File: src/include/ccitt_pack_pkg.sv
// constants, codes and types shared by the bi-level stream packer
package ccitt_pack_pkg;

  // compression selector values
  localparam logic [15:0] SCHEME_G3 = 16'h0003;
  localparam logic [15:0] SCHEME_G4 = 16'h0004;

  // bit packing order values
  localparam logic [15:0] ORDER_MSB_FIRST = 16'h0001;
  localparam logic [15:0] ORDER_LSB_FIRST = 16'h0002;

  // colour sense setting encodings
  localparam logic ZERO_MEANS_LIGHT = 1'b0;
  localparam logic ZERO_MEANS_DARK  = 1'b1;

  // widths
  localparam int WORD_W  = 24;
  localparam int LEN_W   = 5;
  localparam int OCTET_W = 8;
  localparam int CNT_W   = 3;
  localparam int CODE_W  = 13;
  localparam int CLEN_W  = 4;
  localparam int RUN_W   = 12;
  localparam int MK_W    = 11;
  localparam int MK_IDX_W = 4;
  localparam int BYTES_W = 16;

  // end of facsimile block, sent after the last line in group 4
  localparam logic [WORD_W-1:0] EOFB_CODE = 24'h001001;
  localparam logic [LEN_W-1:0]  EOFB_LEN  = 5'h18;

  // shared make-up codes: run 1792 upward in steps of 64
  localparam logic [RUN_W-1:0]    MKUP_BASE  = 12'h700;
  localparam logic [RUN_W-1:0]    MKUP_LAST  = 12'hA00;
  localparam int                  MKUP_SHIFT = 6;
  localparam logic [MK_IDX_W-1:0] MKUP_CNT   = 4'hD;
  localparam logic [MK_W-1:0] MKUP_CODE [13] = '{
    11'h008, 11'h00C, 11'h00D, 11'h012, 11'h013, 11'h014, 11'h015,
    11'h016, 11'h017, 11'h01C, 11'h01D, 11'h01E, 11'h01F};
  localparam logic [MK_IDX_W-1:0] MKUP_SHORT = 4'h3; // first three 10 bits
  localparam logic [LEN_W-1:0]    MKUP_LEN10 = 5'h0A;
  localparam logic [LEN_W-1:0]    MKUP_LEN11 = 5'h0B;

  // segment sequencer states
  typedef enum logic [4:0] {
    ST_IDLE  = 5'h01,
    ST_RUN   = 5'h02,
    ST_EOFB  = 5'h04,
    ST_FLUSH = 5'h08,
    ST_HALT  = 5'h10
  } seq_state_e;

  typedef logic [WORD_W-1:0] code_word_t;

endpackage : ccitt_pack_pkg

File: src/include/code_if.sv
// codeword hand-off between the sequencer and the octet packer
`timescale 1ns/1ns
interface code_if;
  import ccitt_pack_pkg::*;
  logic                  valid;
  logic                  ready;
  code_word_t            bits;
  logic [LEN_W-1:0]      len;
  logic                  lsb_first;
  logic                  flush;
  logic                  flushed;
  logic                  byte_valid;
  logic [OCTET_W-1:0]    byte_data;

  modport src  (output valid, output bits, output len, output lsb_first,
                output flush, input ready, input flushed,
                input byte_valid, input byte_data);
  modport sink (input valid, input bits, input len, input lsb_first,
                input flush, output ready, output flushed,
                output byte_valid, output byte_data);
endinterface : code_if

File: src/design/ccitt_stream_packer.sv
// bi-level code stream packer: scheme select, colour sense, octet packing
`timescale 1ns/1ns
module ccitt_stream_packer
  import ccitt_pack_pkg::*;
(
  input  wire logic               clk_sys,
  input  wire logic               rst,
  input  wire logic               seg_start,
  input  wire logic               seg_end,
  input  wire logic [15:0]        compression_sel,
  input  wire logic               order_given,
  input  wire logic [15:0]        bit_packing_order,
  input  wire logic               colour_sense_setting,
  input  wire logic               code_valid,
  input  wire logic [CODE_W-1:0]  code_bits,
  input  wire logic [CLEN_W-1:0]  code_len,
  input  wire logic               mkup_valid,
  input  wire logic [RUN_W-1:0]   mkup_run,
  output logic                    in_ready,
  input  wire logic               run_valid,
  input  wire logic               run_black,
  output logic                    pix_valid,
  output logic                    pix_value,
  output logic                    byte_valid,
  output logic [OCTET_W-1:0]      byte_data,
  output logic                    seg_done,
  output logic [BYTES_W-1:0]      seg_bytes,
  output logic                    restart,
  output logic                    scheme_g3,
  output logic                    scheme_g4,
  output logic                    link_order_flag,
  output logic                    order_unset,
  output logic                    mode_bad,
  output logic                    run_bad,
  output logic                    busy
);

  code_if cw ();

  seq_state_e         st_q;
  seq_state_e         st_d;
  logic               g3_q;
  logic               g4_q;
  logic               lsb_q;
  logic               dark_q;
  logic               link_q;
  logic               unset_q;
  logic               mbad_q;
  logic               rbad_q;
  logic               rdy_q;
  logic               hold_q;
  code_word_t         hbits_q;
  logic [LEN_W-1:0]   hlen_q;
  logic               restart_q;
  logic               done_q;
  logic [BYTES_W-1:0] nbytes_q;
  logic               pv_q;
  logic               pix_q;
  logic               take;
  logic               drain;
  logic               hold_d;
  logic               sel_ok;
  logic               order_lsb;
  logic               order_ok;
  logic [MK_W-1:0]    mk_code;
  logic [LEN_W-1:0]   mk_len;
  logic               mk_legal;
  logic               start_ok;
  logic               busy_q;

  makeup_table u_mkup (
    .run_len  (mkup_run),
    .code     (mk_code),
    .code_len (mk_len),
    .legal    (mk_legal)
  );

  octet_packer u_pack (
    .clk_sys (clk_sys),
    .rst     (rst),
    .cw      (cw.sink)
  );

  // configuration decode at segment start
  always_comb begin
    sel_ok    = (compression_sel == SCHEME_G3) ||
                (compression_sel == SCHEME_G4);
    // an absent order is taken as order 1
    order_lsb = order_given &&
                (bit_packing_order == ORDER_LSB_FIRST);
    order_ok  = !order_given ||
                (bit_packing_order == ORDER_MSB_FIRST) ||
                (bit_packing_order == ORDER_LSB_FIRST);
  end

  // handshakes: user word taken, held word drained into the packer
  assign take  = rdy_q && (code_valid || mkup_valid);
  assign drain = hold_q && cw.ready;

  // a start is only heard while idle or halted
  assign start_ok = seg_start && (st_q == ST_IDLE || st_q == ST_HALT);

  // segment sequencer next state
  always_comb begin
    st_d = st_q;
    unique case (st_q)
      ST_IDLE: begin
        if (seg_start) begin
          st_d = sel_ok ? ST_RUN : ST_HALT;
        end
      end
      ST_RUN: begin
        // group 3 has no trailer, only the zero padding
        if (rdy_q && seg_end && !take) begin
          st_d = g4_q ? ST_EOFB : ST_FLUSH;
        end
      end
      ST_EOFB: begin
        // trailer loads once the last word has left the hold stage
        if (!hold_q) begin
          st_d = ST_FLUSH;
        end
      end
      ST_FLUSH: begin
        if (cw.flushed) begin
          st_d = ST_IDLE;
        end
      end
      ST_HALT: begin
        // a bad selector waits for the next segment start
        if (seg_start && sel_ok) begin
          st_d = ST_RUN;
        end
      end
    endcase
  end

  always_ff @(posedge clk_sys) begin
    if (rst) begin
      st_q <= ST_IDLE;
    end else begin
      st_q <= st_d;
    end
  end

  // segment configuration latched once per segment
  always_ff @(posedge clk_sys) begin
    if (rst) begin
      g3_q    <= 1'b0;
      g4_q    <= 1'b0;
      lsb_q   <= 1'b0;
      dark_q  <= ZERO_MEANS_LIGHT;
      link_q  <= 1'b0;
      unset_q <= 1'b0;
      mbad_q  <= 1'b0;
    end else if (start_ok) begin
      g3_q    <= (compression_sel == SCHEME_G3);
      g4_q    <= (compression_sel == SCHEME_G4);
      lsb_q   <= order_lsb;
      dark_q  <= (colour_sense_setting == ZERO_MEANS_DARK);
      link_q  <= order_lsb;
      unset_q <= !order_given;
      // an unknown selector or order value is reported here
      mbad_q  <= !sel_ok || !order_ok;
    end
  end

  // one-stage holding register in front of the packer
  always_comb begin
    hold_d = hold_q;
    if (drain) begin
      hold_d = 1'b0;
    end
    if (take || (st_q == ST_EOFB && !hold_q)) begin
      hold_d = 1'b1;
    end
  end

  // words are accepted without inspection, so fill and eol codes pass
  always_ff @(posedge clk_sys) begin
    if (rst) begin
      hold_q  <= 1'b0;
      hbits_q <= '0;
      hlen_q  <= '0;
    end else begin
      hold_q <= hold_d;
      if (take && mkup_valid) begin
        hbits_q <= code_word_t'(mk_code);
        hlen_q  <= mk_len;
      end else if (take) begin
        hbits_q <= code_word_t'(code_bits);
        hlen_q  <= LEN_W'(code_len);
      end else if (st_q == ST_EOFB && !hold_q) begin
        hbits_q <= EOFB_CODE;
        hlen_q  <= EOFB_LEN;
      end
    end
  end

  // illegal make-up run length is sticky until the next segment
  always_ff @(posedge clk_sys) begin
    if (rst) begin
      rbad_q <= 1'b0;
    // take never falls in idle or halt, so set and clear cannot meet
    end else if (start_ok) begin
      rbad_q <= 1'b0;
    end else if (take && mkup_valid && !mk_legal) begin
      rbad_q <= 1'b1;
    end
  end

  // ready is registered, and its next value drops for the word taken this cycle
  always_ff @(posedge clk_sys) begin
    if (rst) begin
      rdy_q <= 1'b0;
    end else begin
      rdy_q <= (st_d == ST_RUN) && !hold_d && !take;
    end
  end

  // packer side of the hand-off
  assign cw.valid     = hold_q;
  assign cw.bits      = hbits_q;
  assign cw.len       = hlen_q;
  assign cw.lsb_first = lsb_q;
  assign cw.flush     = (st_q == ST_FLUSH) && !hold_q;

  // restart pulse tells the coder to drop its reference line
  always_ff @(posedge clk_sys) begin
    if (rst) begin
      restart_q <= 1'b0;
    end else begin
      restart_q <= start_ok && sel_ok;
    end
  end

  // done pulse and octet count; a new segment always starts a fresh byte
  always_ff @(posedge clk_sys) begin
    if (rst) begin
      done_q   <= 1'b0;
      nbytes_q <= '0;
    end else begin
      done_q <= (st_q == ST_FLUSH) && cw.flushed;
      if (restart_q) begin
        nbytes_q <= '0;
      end else if (cw.byte_valid) begin
        nbytes_q <= nbytes_q + 16'h0001;
      end
    end
  end

  // colour sense mapping of decoded runs to pixel values
  always_ff @(posedge clk_sys) begin
    if (rst) begin
      pv_q  <= 1'b0;
      pix_q <= 1'b0;
    end else begin
      pv_q <= run_valid;
      if (run_valid) begin
        pix_q <= run_black ^ dark_q;
      end
    end
  end

  // busy has its own flop so the output is registered, not decoded
  always_ff @(posedge clk_sys) begin
    if (rst) begin
      busy_q <= 1'b0;
    end else begin
      busy_q <= (st_d != ST_IDLE) && (st_d != ST_HALT);
    end
  end

  // every output below is a plain register copy
  assign in_ready        = rdy_q;
  assign pix_valid       = pv_q;
  assign pix_value       = pix_q;
  assign byte_valid      = cw.byte_valid;
  assign byte_data       = cw.byte_data;
  assign seg_done        = done_q;
  assign seg_bytes       = nbytes_q;
  assign restart         = restart_q;
  assign scheme_g3       = g3_q;
  assign scheme_g4       = g4_q;
  assign link_order_flag = link_q;
  assign order_unset     = unset_q;
  assign mode_bad        = mbad_q;
  assign run_bad         = rbad_q;
  assign busy            = busy_q;

endmodule : ccitt_stream_packer

File: src/design/makeup_table.sv
// shared long-run make-up codeword lookup
`timescale 1ns/1ns
module makeup_table
  import ccitt_pack_pkg::*;
(
  input  wire logic [RUN_W-1:0] run_len,
  output logic      [MK_W-1:0]  code,
  output logic      [LEN_W-1:0] code_len,
  output logic                  legal
);

  logic [RUN_W-1:0]    offset;
  logic [MK_IDX_W-1:0] idx;

  // index from run length; only exact multiples of 64 in range are legal
  always_comb begin
    offset   = run_len - MKUP_BASE;
    idx      = offset[MKUP_SHIFT +: MK_IDX_W];
    legal    = (run_len >= MKUP_BASE) && (run_len <= MKUP_LAST) &&
               (offset[MKUP_SHIFT-1:0] == '0);
    code     = '0;
    code_len = '0;
    if (legal && idx < MKUP_CNT) begin
      code     = MKUP_CODE[idx];
      code_len = (idx < MKUP_SHORT) ? MKUP_LEN10 : MKUP_LEN11;
    end
  end

endmodule : makeup_table

File: src/design/octet_packer.sv
// serial codeword to octet packer with zero padding on flush
`timescale 1ns/1ns
module octet_packer
  import ccitt_pack_pkg::*;
(
  input  wire logic clk_sys,
  input  wire logic rst,
  code_if.sink      cw
);

  code_word_t         word_q;
  logic [LEN_W-1:0]   rem_q;
  logic [OCTET_W-1:0] acc_q;
  logic [CNT_W-1:0]   cnt_q;
  logic               lsb_q;
  logic               bv_q;
  logic [OCTET_W-1:0] bd_q;
  logic               fl_q;
  logic               cur_bit;
  logic [OCTET_W-1:0] acc_n;
  logic [CNT_W-1:0]   pos;

  // ready only when the previous codeword has fully drained
  assign cw.ready      = (rem_q == '0) && !cw.flush;
  assign cw.byte_valid = bv_q;
  assign cw.byte_data  = bd_q;
  assign cw.flushed    = fl_q;

  // next accumulator with the current serial bit placed
  always_comb begin
    cur_bit = word_q[rem_q - 5'h01];
    pos     = lsb_q ? cnt_q : ~cnt_q;
    acc_n   = acc_q;
    acc_n[pos] = cur_bit;
  end

  // one bit per cycle, octet emitted on the eighth bit
  always_ff @(posedge clk_sys) begin
    if (rst) begin
      word_q <= '0;
      rem_q  <= '0;
      acc_q  <= '0;
      cnt_q  <= '0;
      lsb_q  <= 1'b0;
      bv_q   <= 1'b0;
      bd_q   <= '0;
      fl_q   <= 1'b0;
    end else begin
      bv_q <= 1'b0;
      fl_q <= 1'b0;
      if (cw.valid && cw.ready) begin
        word_q <= cw.bits;
        rem_q  <= cw.len;
        lsb_q  <= cw.lsb_first;
      end else if (rem_q != '0) begin
        rem_q <= rem_q - 5'h01;
        cnt_q <= cnt_q + 3'h1;
        if (cnt_q == 3'h7) begin
          bv_q  <= 1'b1;
          bd_q  <= acc_n;
          acc_q <= '0;
        end else begin
          acc_q <= acc_n;
        end
      end else if (cw.flush && !fl_q) begin
        // unfilled positions are already zero, so padding is free
        fl_q <= 1'b1;
        if (cnt_q != '0) begin
          bv_q  <= 1'b1;
          bd_q  <= acc_q;
          acc_q <= '0;
          cnt_q <= '0;
        end
      end
    end
  end

endmodule : octet_packer

File: config.mk
export PLATFORM = sky130hd
export DESIGN_NAME = ccitt_stream_packer
export DESIGN_NICKNAME = d
export VERILOG_FILES = /design/src/include/ccitt_pack_pkg.sv /design/src/include/code_if.sv /design/src/design/ccitt_stream_packer.sv /design/src/design/makeup_table.sv /design/src/design/octet_packer.sv
export SDC_FILE = /design/constraint.sdc
export NUM_CORES = 1
export LEC_CHECK = 0
export CAP_MARGIN = 20
export CORE_MARGIN = 5
export CORE_UTILIZATION = 30
export CTS_BUF_LIST = sky130_fd_sc_hd__clkbuf_8
export DETAILED_ROUTE_END_ITERATION = 8
export DONT_BUFFER_PORTS = 1
export SETUP_SLACK_MARGIN = 0.05
export SYNTH_ARGS = -nofsm -noshare
export SYNTH_HDL_FRONTEND = slang
export SYNTH_SLANG_ARGS = --single-unit
File: constraint.sdc
create_clock -name clk_sys -period 2.2 [get_ports clk_sys]
set_input_delay 0.55 -clock clk_sys [delete_from_list [all_inputs] [get_ports clk_sys]]
set_output_delay 0.55 -clock clk_sys [all_outputs]
set_load 0.01 [all_outputs]
Word-level counts from Yosys, hierarchy flattened:

Memory sizes are Yosys's and may differ from the RTL's.
Cells that the tools add are included.

* add/sub/neg operators: 4
* order comparisons: 8
* equality and inequality tests: 14
* multiplexer cells: 45
* bitwise logic cells: 4
* reductions and logical operators: 54

Operator list (number)
* $mux W8: 8
* $mux W5: 12
* $mux W11: 4
* $eq A16 B2 Y1 const B: 2
* $mux W13: 2
* $pmux W5 S5: 1
* $logic_and A1 B1 Y1: 22
* $add A16 B1 Y16 const B: 1
* $eq A16 B1 Y1 const B: 1
* $eq A16 B3 Y1 const B: 1
* $ge A12 B11 Y1 const B: 1
* $le A12 B12 Y1 const B: 1
* $mux W3: 4
* $eq A5 B2 Y1 const B: 2
* $mux W1: 10
* $sub A10 B10 Y10 const B: 1
* $logic_not A1 Y1: 9
* $bwmux W8: 1
* $reduce_bool A2 Y1: 4
* $reduce_or A2 Y1: 4
* $logic_or A1 B1 Y1: 7
* $logic_not A6 Y1: 1
* $lt A5 B6 Y1 const B: 1
* $reduce_bool A3 Y1: 2
* other kinds (27): 27

* flip-flop bits (word level): 93
* ROM bits: 176
* input port bits: 71
* output and inout bits: 37
* word-level logic and storage cells: 157
* memories: 1

Memory list
* (name not given): depth 16, width 11, read ports 1, clocked after memory_dff 0, write ports 0, line makeup_table.sv:24 `code = MKUP_CODE[idx];`

Depth between registers and ports, before layout:

* depth in word-level cells: 10
* depth in mapped cells: 12
* gate-level depth less buffers: 8

Hierarchy:

Synthesis repeated with hierarchy kept, for this count alone.

* cells, all modules: 689
* area, all modules: 5759.3 µm²

By module, submodules not included
* octet_packer: times used 1, cells an instance 351, area each 2891.5 µm²
* ccitt_stream_packer: times used 1, cells an instance 291, area each 2471.1 µm²
* makeup_table: times used 1, cells an instance 47, area each 396.6 µm²

Worst setup path before layout:

No wires, ideal clock.

* path kind: register to register
* start point: reg u_pack.rem_q[0]
* end point: reg u_pack.bd_q[0] (netlist: u_pack.cw.byte_data[0])
* library setup time: 134 ps
* data arrival time: 1936 ps
* required time: 2066 ps
* path slack: 130 ps
* cell stages (with the launch flop): 9
* period minus slack after synthesis: 2070 ps
* cells stage by stage: dfxtp_1 -> buf_4 -> inv_1 -> ha_1 -> mux4_2 -> mux2_2 -> o21ai_4 -> nand3b_2 -> o22ai_1

* word-level cells in the longest chain between the ends: 6
* elaborated cells on any way between the ends: 15

RTL lines
* start, declared: line octet_packer.sv:12 `logic [LEN_W-1:0] rem_q;`
* start signal, assigned: line octet_packer.sv:53 `rem_q <= cw.len;`
* start signal, assigned: line octet_packer.sv:56 `rem_q <= rem_q - 5'h01;`
* $sub A5 B1 Y5: line octet_packer.sv:31 `cur_bit = word_q[rem_q - 5'h01];`
* $bmux W1 S5: line octet_packer.sv:31
* $mux W1 (not written as such): line octet_packer.sv:31
* $bwmux W8: line octet_packer.sv:34 `acc_n[pos] = cur_bit;`
* $mux W8: line octet_packer.sv:58 `if (cnt_q == 3'h7) begin`
* $mux W8: line octet_packer.sv:55 `end else if (rem_q != '0) begin`
* end signal, assigned: line octet_packer.sv:60 `bd_q <= acc_n;`
* end signal, assigned: line octet_packer.sv:70 `bd_q <= acc_q;`
* end, declared: line octet_packer.sv:17 `logic [OCTET_W-1:0] bd_q;`

Several ways; a longest one is shown, not always the timed one. The select of a mux whose other input is x is not followed.
A chain may end at the register's enable or synchronous reset.

Worst setup path in the final report:

* start point: reg u_pack.rem_q[1]
* end point: reg u_pack.acc_q[3]

* word-level cells in the longest chain between the ends: 6
* elaborated cells on any way between the ends: 14

RTL lines
* $sub A5 B1 Y5: line octet_packer.sv:31
* $bmux W1 S5: line octet_packer.sv:31
* $mux W1 (not written as such): line octet_packer.sv:31
* $bwmux W8: line octet_packer.sv:34
* $mux W8: line octet_packer.sv:58
* $mux W8: line octet_packer.sv:55
* end signal, assigned: line octet_packer.sv:63 `acc_q <= acc_n;`
* end, declared: line octet_packer.sv:13 `logic [OCTET_W-1:0] acc_q;`

Several ways; a longest one is shown, not always the timed one. The select of a mux whose other input is x is not followed.

==> impl_metrics.py <==
metrics = {
    "outcome": {
        "status": "complete, no violations",
    },
    "sta": {
        "clock-skew-final_ps": 13.8,
        "drv_slew": 0,
        "setup_viol": 0,
        "rsz0062_at_grt": "yes",
        "finalCritPeriodShare_pct": 92.5,
        "max_slew_margin_pct": 50.9,
        "whs_ps": 256,
        "fin_tns_setup_ps": 0,
        "fmax_mhz": 492,
        "hold_viol": 0,
        "min_period_ps": 2030,
        "tightest_slew_ps": 736,
    },
    "cts": {
        "ctsHoldBuffers": 0,
        "h-tree-depth": 3,
        "post-cts-setup-buffers": 0,
        "cts_sinks": 93,
        "path_clk_slew_ps": 90,
        "cts_tree": "done",
        "worstSkewPairLatency_ps": 380,
        "cts_buffers": 9,
        "cts_buffer_depth": 2,
        "clock-root-buffer": "clkbuf_8",
    },
    "worst_setup_path": {
        "crit_path_end_kind": "flop",
        "crit_fanout": 6,
        "required_ps": 2470,
        "startpoint_type": "flop",
        "worstSetupPathType": "reg -> reg",
        "critical_path_arrival_ps": 2310,
    },
    "floorplanning": {
        "row_count": 44,
        "fp.dieW_um": 133,
        "pin_count": 108,
        "start_util_pct": 30.8,
        "die_y_um": 133,
        "die_area_mm2": 0.0176,
        "core_area_mm2": 0.0146,
    },
    "drt": {
        "drt_iter0_markers": 219,
        "wl_per_cell_um": 15.5,
        "vias": 3948,
        "dr.pass1.iters": 4,
        "drc": 0,
        "postRouteWirelength_mm": 11.3,
        "via_per_inst": 5.42,
        "postRouteAntennaNets": 0,
    },
    "power": {
        "p_leak_nw": 1.81,
        "p_per_area_mw_per_mm2": 927,
        "max-vdd-ir-drop_mv": 0.443,
    },
    "global_routing": {
        "grt.overflow.total": 0,
        "grtUsageTotal_pct": 12.8,
        "grt_pass1_vias": 3806,
        "antenna_found_initial": 0,
        "grt_pass1_wl_mm": 18.7,
        "grt_max_degree": 80,
    },
    "layout": {
        "nFillCells": 1492,
        "seqCellArea_mm2": 0.00186,
        "mostFrequentLayoutCell": "dfxtp_1",
        "antenna_cells": 0,
        "multi_input_area_mm2": 0.00253,
        "syn_to_final_growth_pct": 11.5,
        "final_cell_mix": "dfxtp_1, nor2_1, nand2_1, a21oi_1, a22oi_1",
        "fin_nets": 625,
        "drive_gt1_share_pct": 9.72,
    },
    "logic_synthesis": {
        "synthArstFlopShare_pct": 0,
        "avgSynthCellArea_um2": 8.34,
        "synth.ff_latch_count": 93,
        "ys.flop_type": "dfxtp_1",
        "yosys_warnings": 0,
        "synth_seq_area_share_pct": 41.2,
        "postSynthCellCount": 541,
        "synth.distinct_cells": 55,
        "synth_edf_count": 0,
        "syn_area_mm2": 0.00451,
        "synth_nets": 626,
    },
    "hold_path": {
        "min_path_type": "in -> reg",
    },
    "place": {
        "port_buffers": 0,
        "gp_congestion": 0.813,
        "hpwl_mm": 8.37,
    },
    "job": {
        "max-cap-violations": 0,
    },
}
per-layer routing:
layer  track usage, %  vias to the layer above  routed length, um
li1                 -                     1935                  -
met1             15.6                     1867               4860
met2             19.7                      123               5270
met3             4.82                       23                867
met4             6.52                        0                318
met5                0                        -                  0
synth_stat cells (all sizes together), types with 5 or more instances:
library cell / count / area, um2
a22oi: 27 / 203
nand2: 54 / 203
mux2i: 6 / 60.1
a21o: 10 / 75.1
dfxtp: 93 / 1860
nor3b: 5 / 48.8
inv: 15 / 56.3
ha: 14 / 175
nand4: 8 / 50.1
a21oi: 41 / 205
xor2: 13 / 114
a31oi: 6 / 37.5
o21ai: 22 / 125
nor2b: 12 / 75.1
buf: 9 / 68.8
nor3: 19 / 95.1
xnor2: 9 / 78.8
o22ai: 10 / 62.6
nand3: 9 / 45.0
nor4: 9 / 68.8
clkbuf: 20 / 75.1
nor2: 79 / 302
and3: 6 / 37.5
where the power goes:
group	internal (W)	leakage, nW	switching [W]
sequential	0.00176	0.753	0.0000880
combinational	0.000612	0.935	0.000843
clock	0.000750	0.121	0.000613
total	0.00312	1.81	0.00154
metrics by stage:
step,instances,total power (W),setup WS [ps],util (%),cell area [um2]
3_3_place_gp,712,0.00311,147,32.3,4730
6_report,729,0.00467,166,34.4,5030
2_1_floorplan,541,0.00287,130,-,4510
3_5_place_dp,712,0.00316,9.97,32.3,4730
4_1_cts,728,0.00456,52.0,34.0,4970
5_1_grt,729,0.00493,39.0,34.4,5030
worst paths after layout:
| kind | start | endpoint | slack (ps) | cells after the start |
|---|---|---|---|---|
| setup / recovery | u_pack.rem_q[1] | u_pack.acc_q[3] | 170 | 8 |
| hold / removal | run_valid | pix_value | 260 | 1 |
| setup reg to reg | u_pack.rem_q[1] | u_pack.acc_q[3] | 170 | 8 |
| hold reg to reg | u_pack.word_q[5] | u_pack.word_q[5] | 460 | 2 |
sequential cells by signal, indices dropped and copies added (netlist names), 3 cells and up:
name,cells
cw.len,5
u_pack.rem_q,5
u_pack.acc_q,8
cw.bits,13
st_q,5
u_pack.cnt_q,3
u_pack.cw.byte_data,8
seg_bytes,16
u_pack.word_q,13
cells by family after synthesis:
group                    Yosys count  synth area share (%)
AO/OA/AOI/OAI                    137                  19.8
AND/OR/NAND/NOR                  221                  23.8
XOR/XNOR                          22                  4.27
buffers and inverters             44                  4.43
adder cells (fa/ha/maj)           14                  3.88
multiplexers                      10                  2.58
flip-flops                        93                  41.2
critical path, stage by stage (launching register included):
cell     delay (ps)
dfxtp_1         340
inv_1            90
ha_4            310
mux4_2          300
mux2_4          310
o21ai_4         220
nor3_1           90
a22oi_1         220
nor2_1           60
cell type report:
cell class	count	share of cell area, %
Timing Repair Buffer	16	2.39
Tap cell	184	4.57
Multi-Input combinational cell	405	50.2
Clock buffer	9	2.46
Inverter	15	1.12
Sequential cell	93	37.0
Clock inverter	7	2.29
timing repair:
action,in CTS,in global routing
pin swaps,0,2
endpoints found under the setup margin,8,27
gates resized for setup,1,8
cloned,0,1
(Power assumes the default switching activity.)
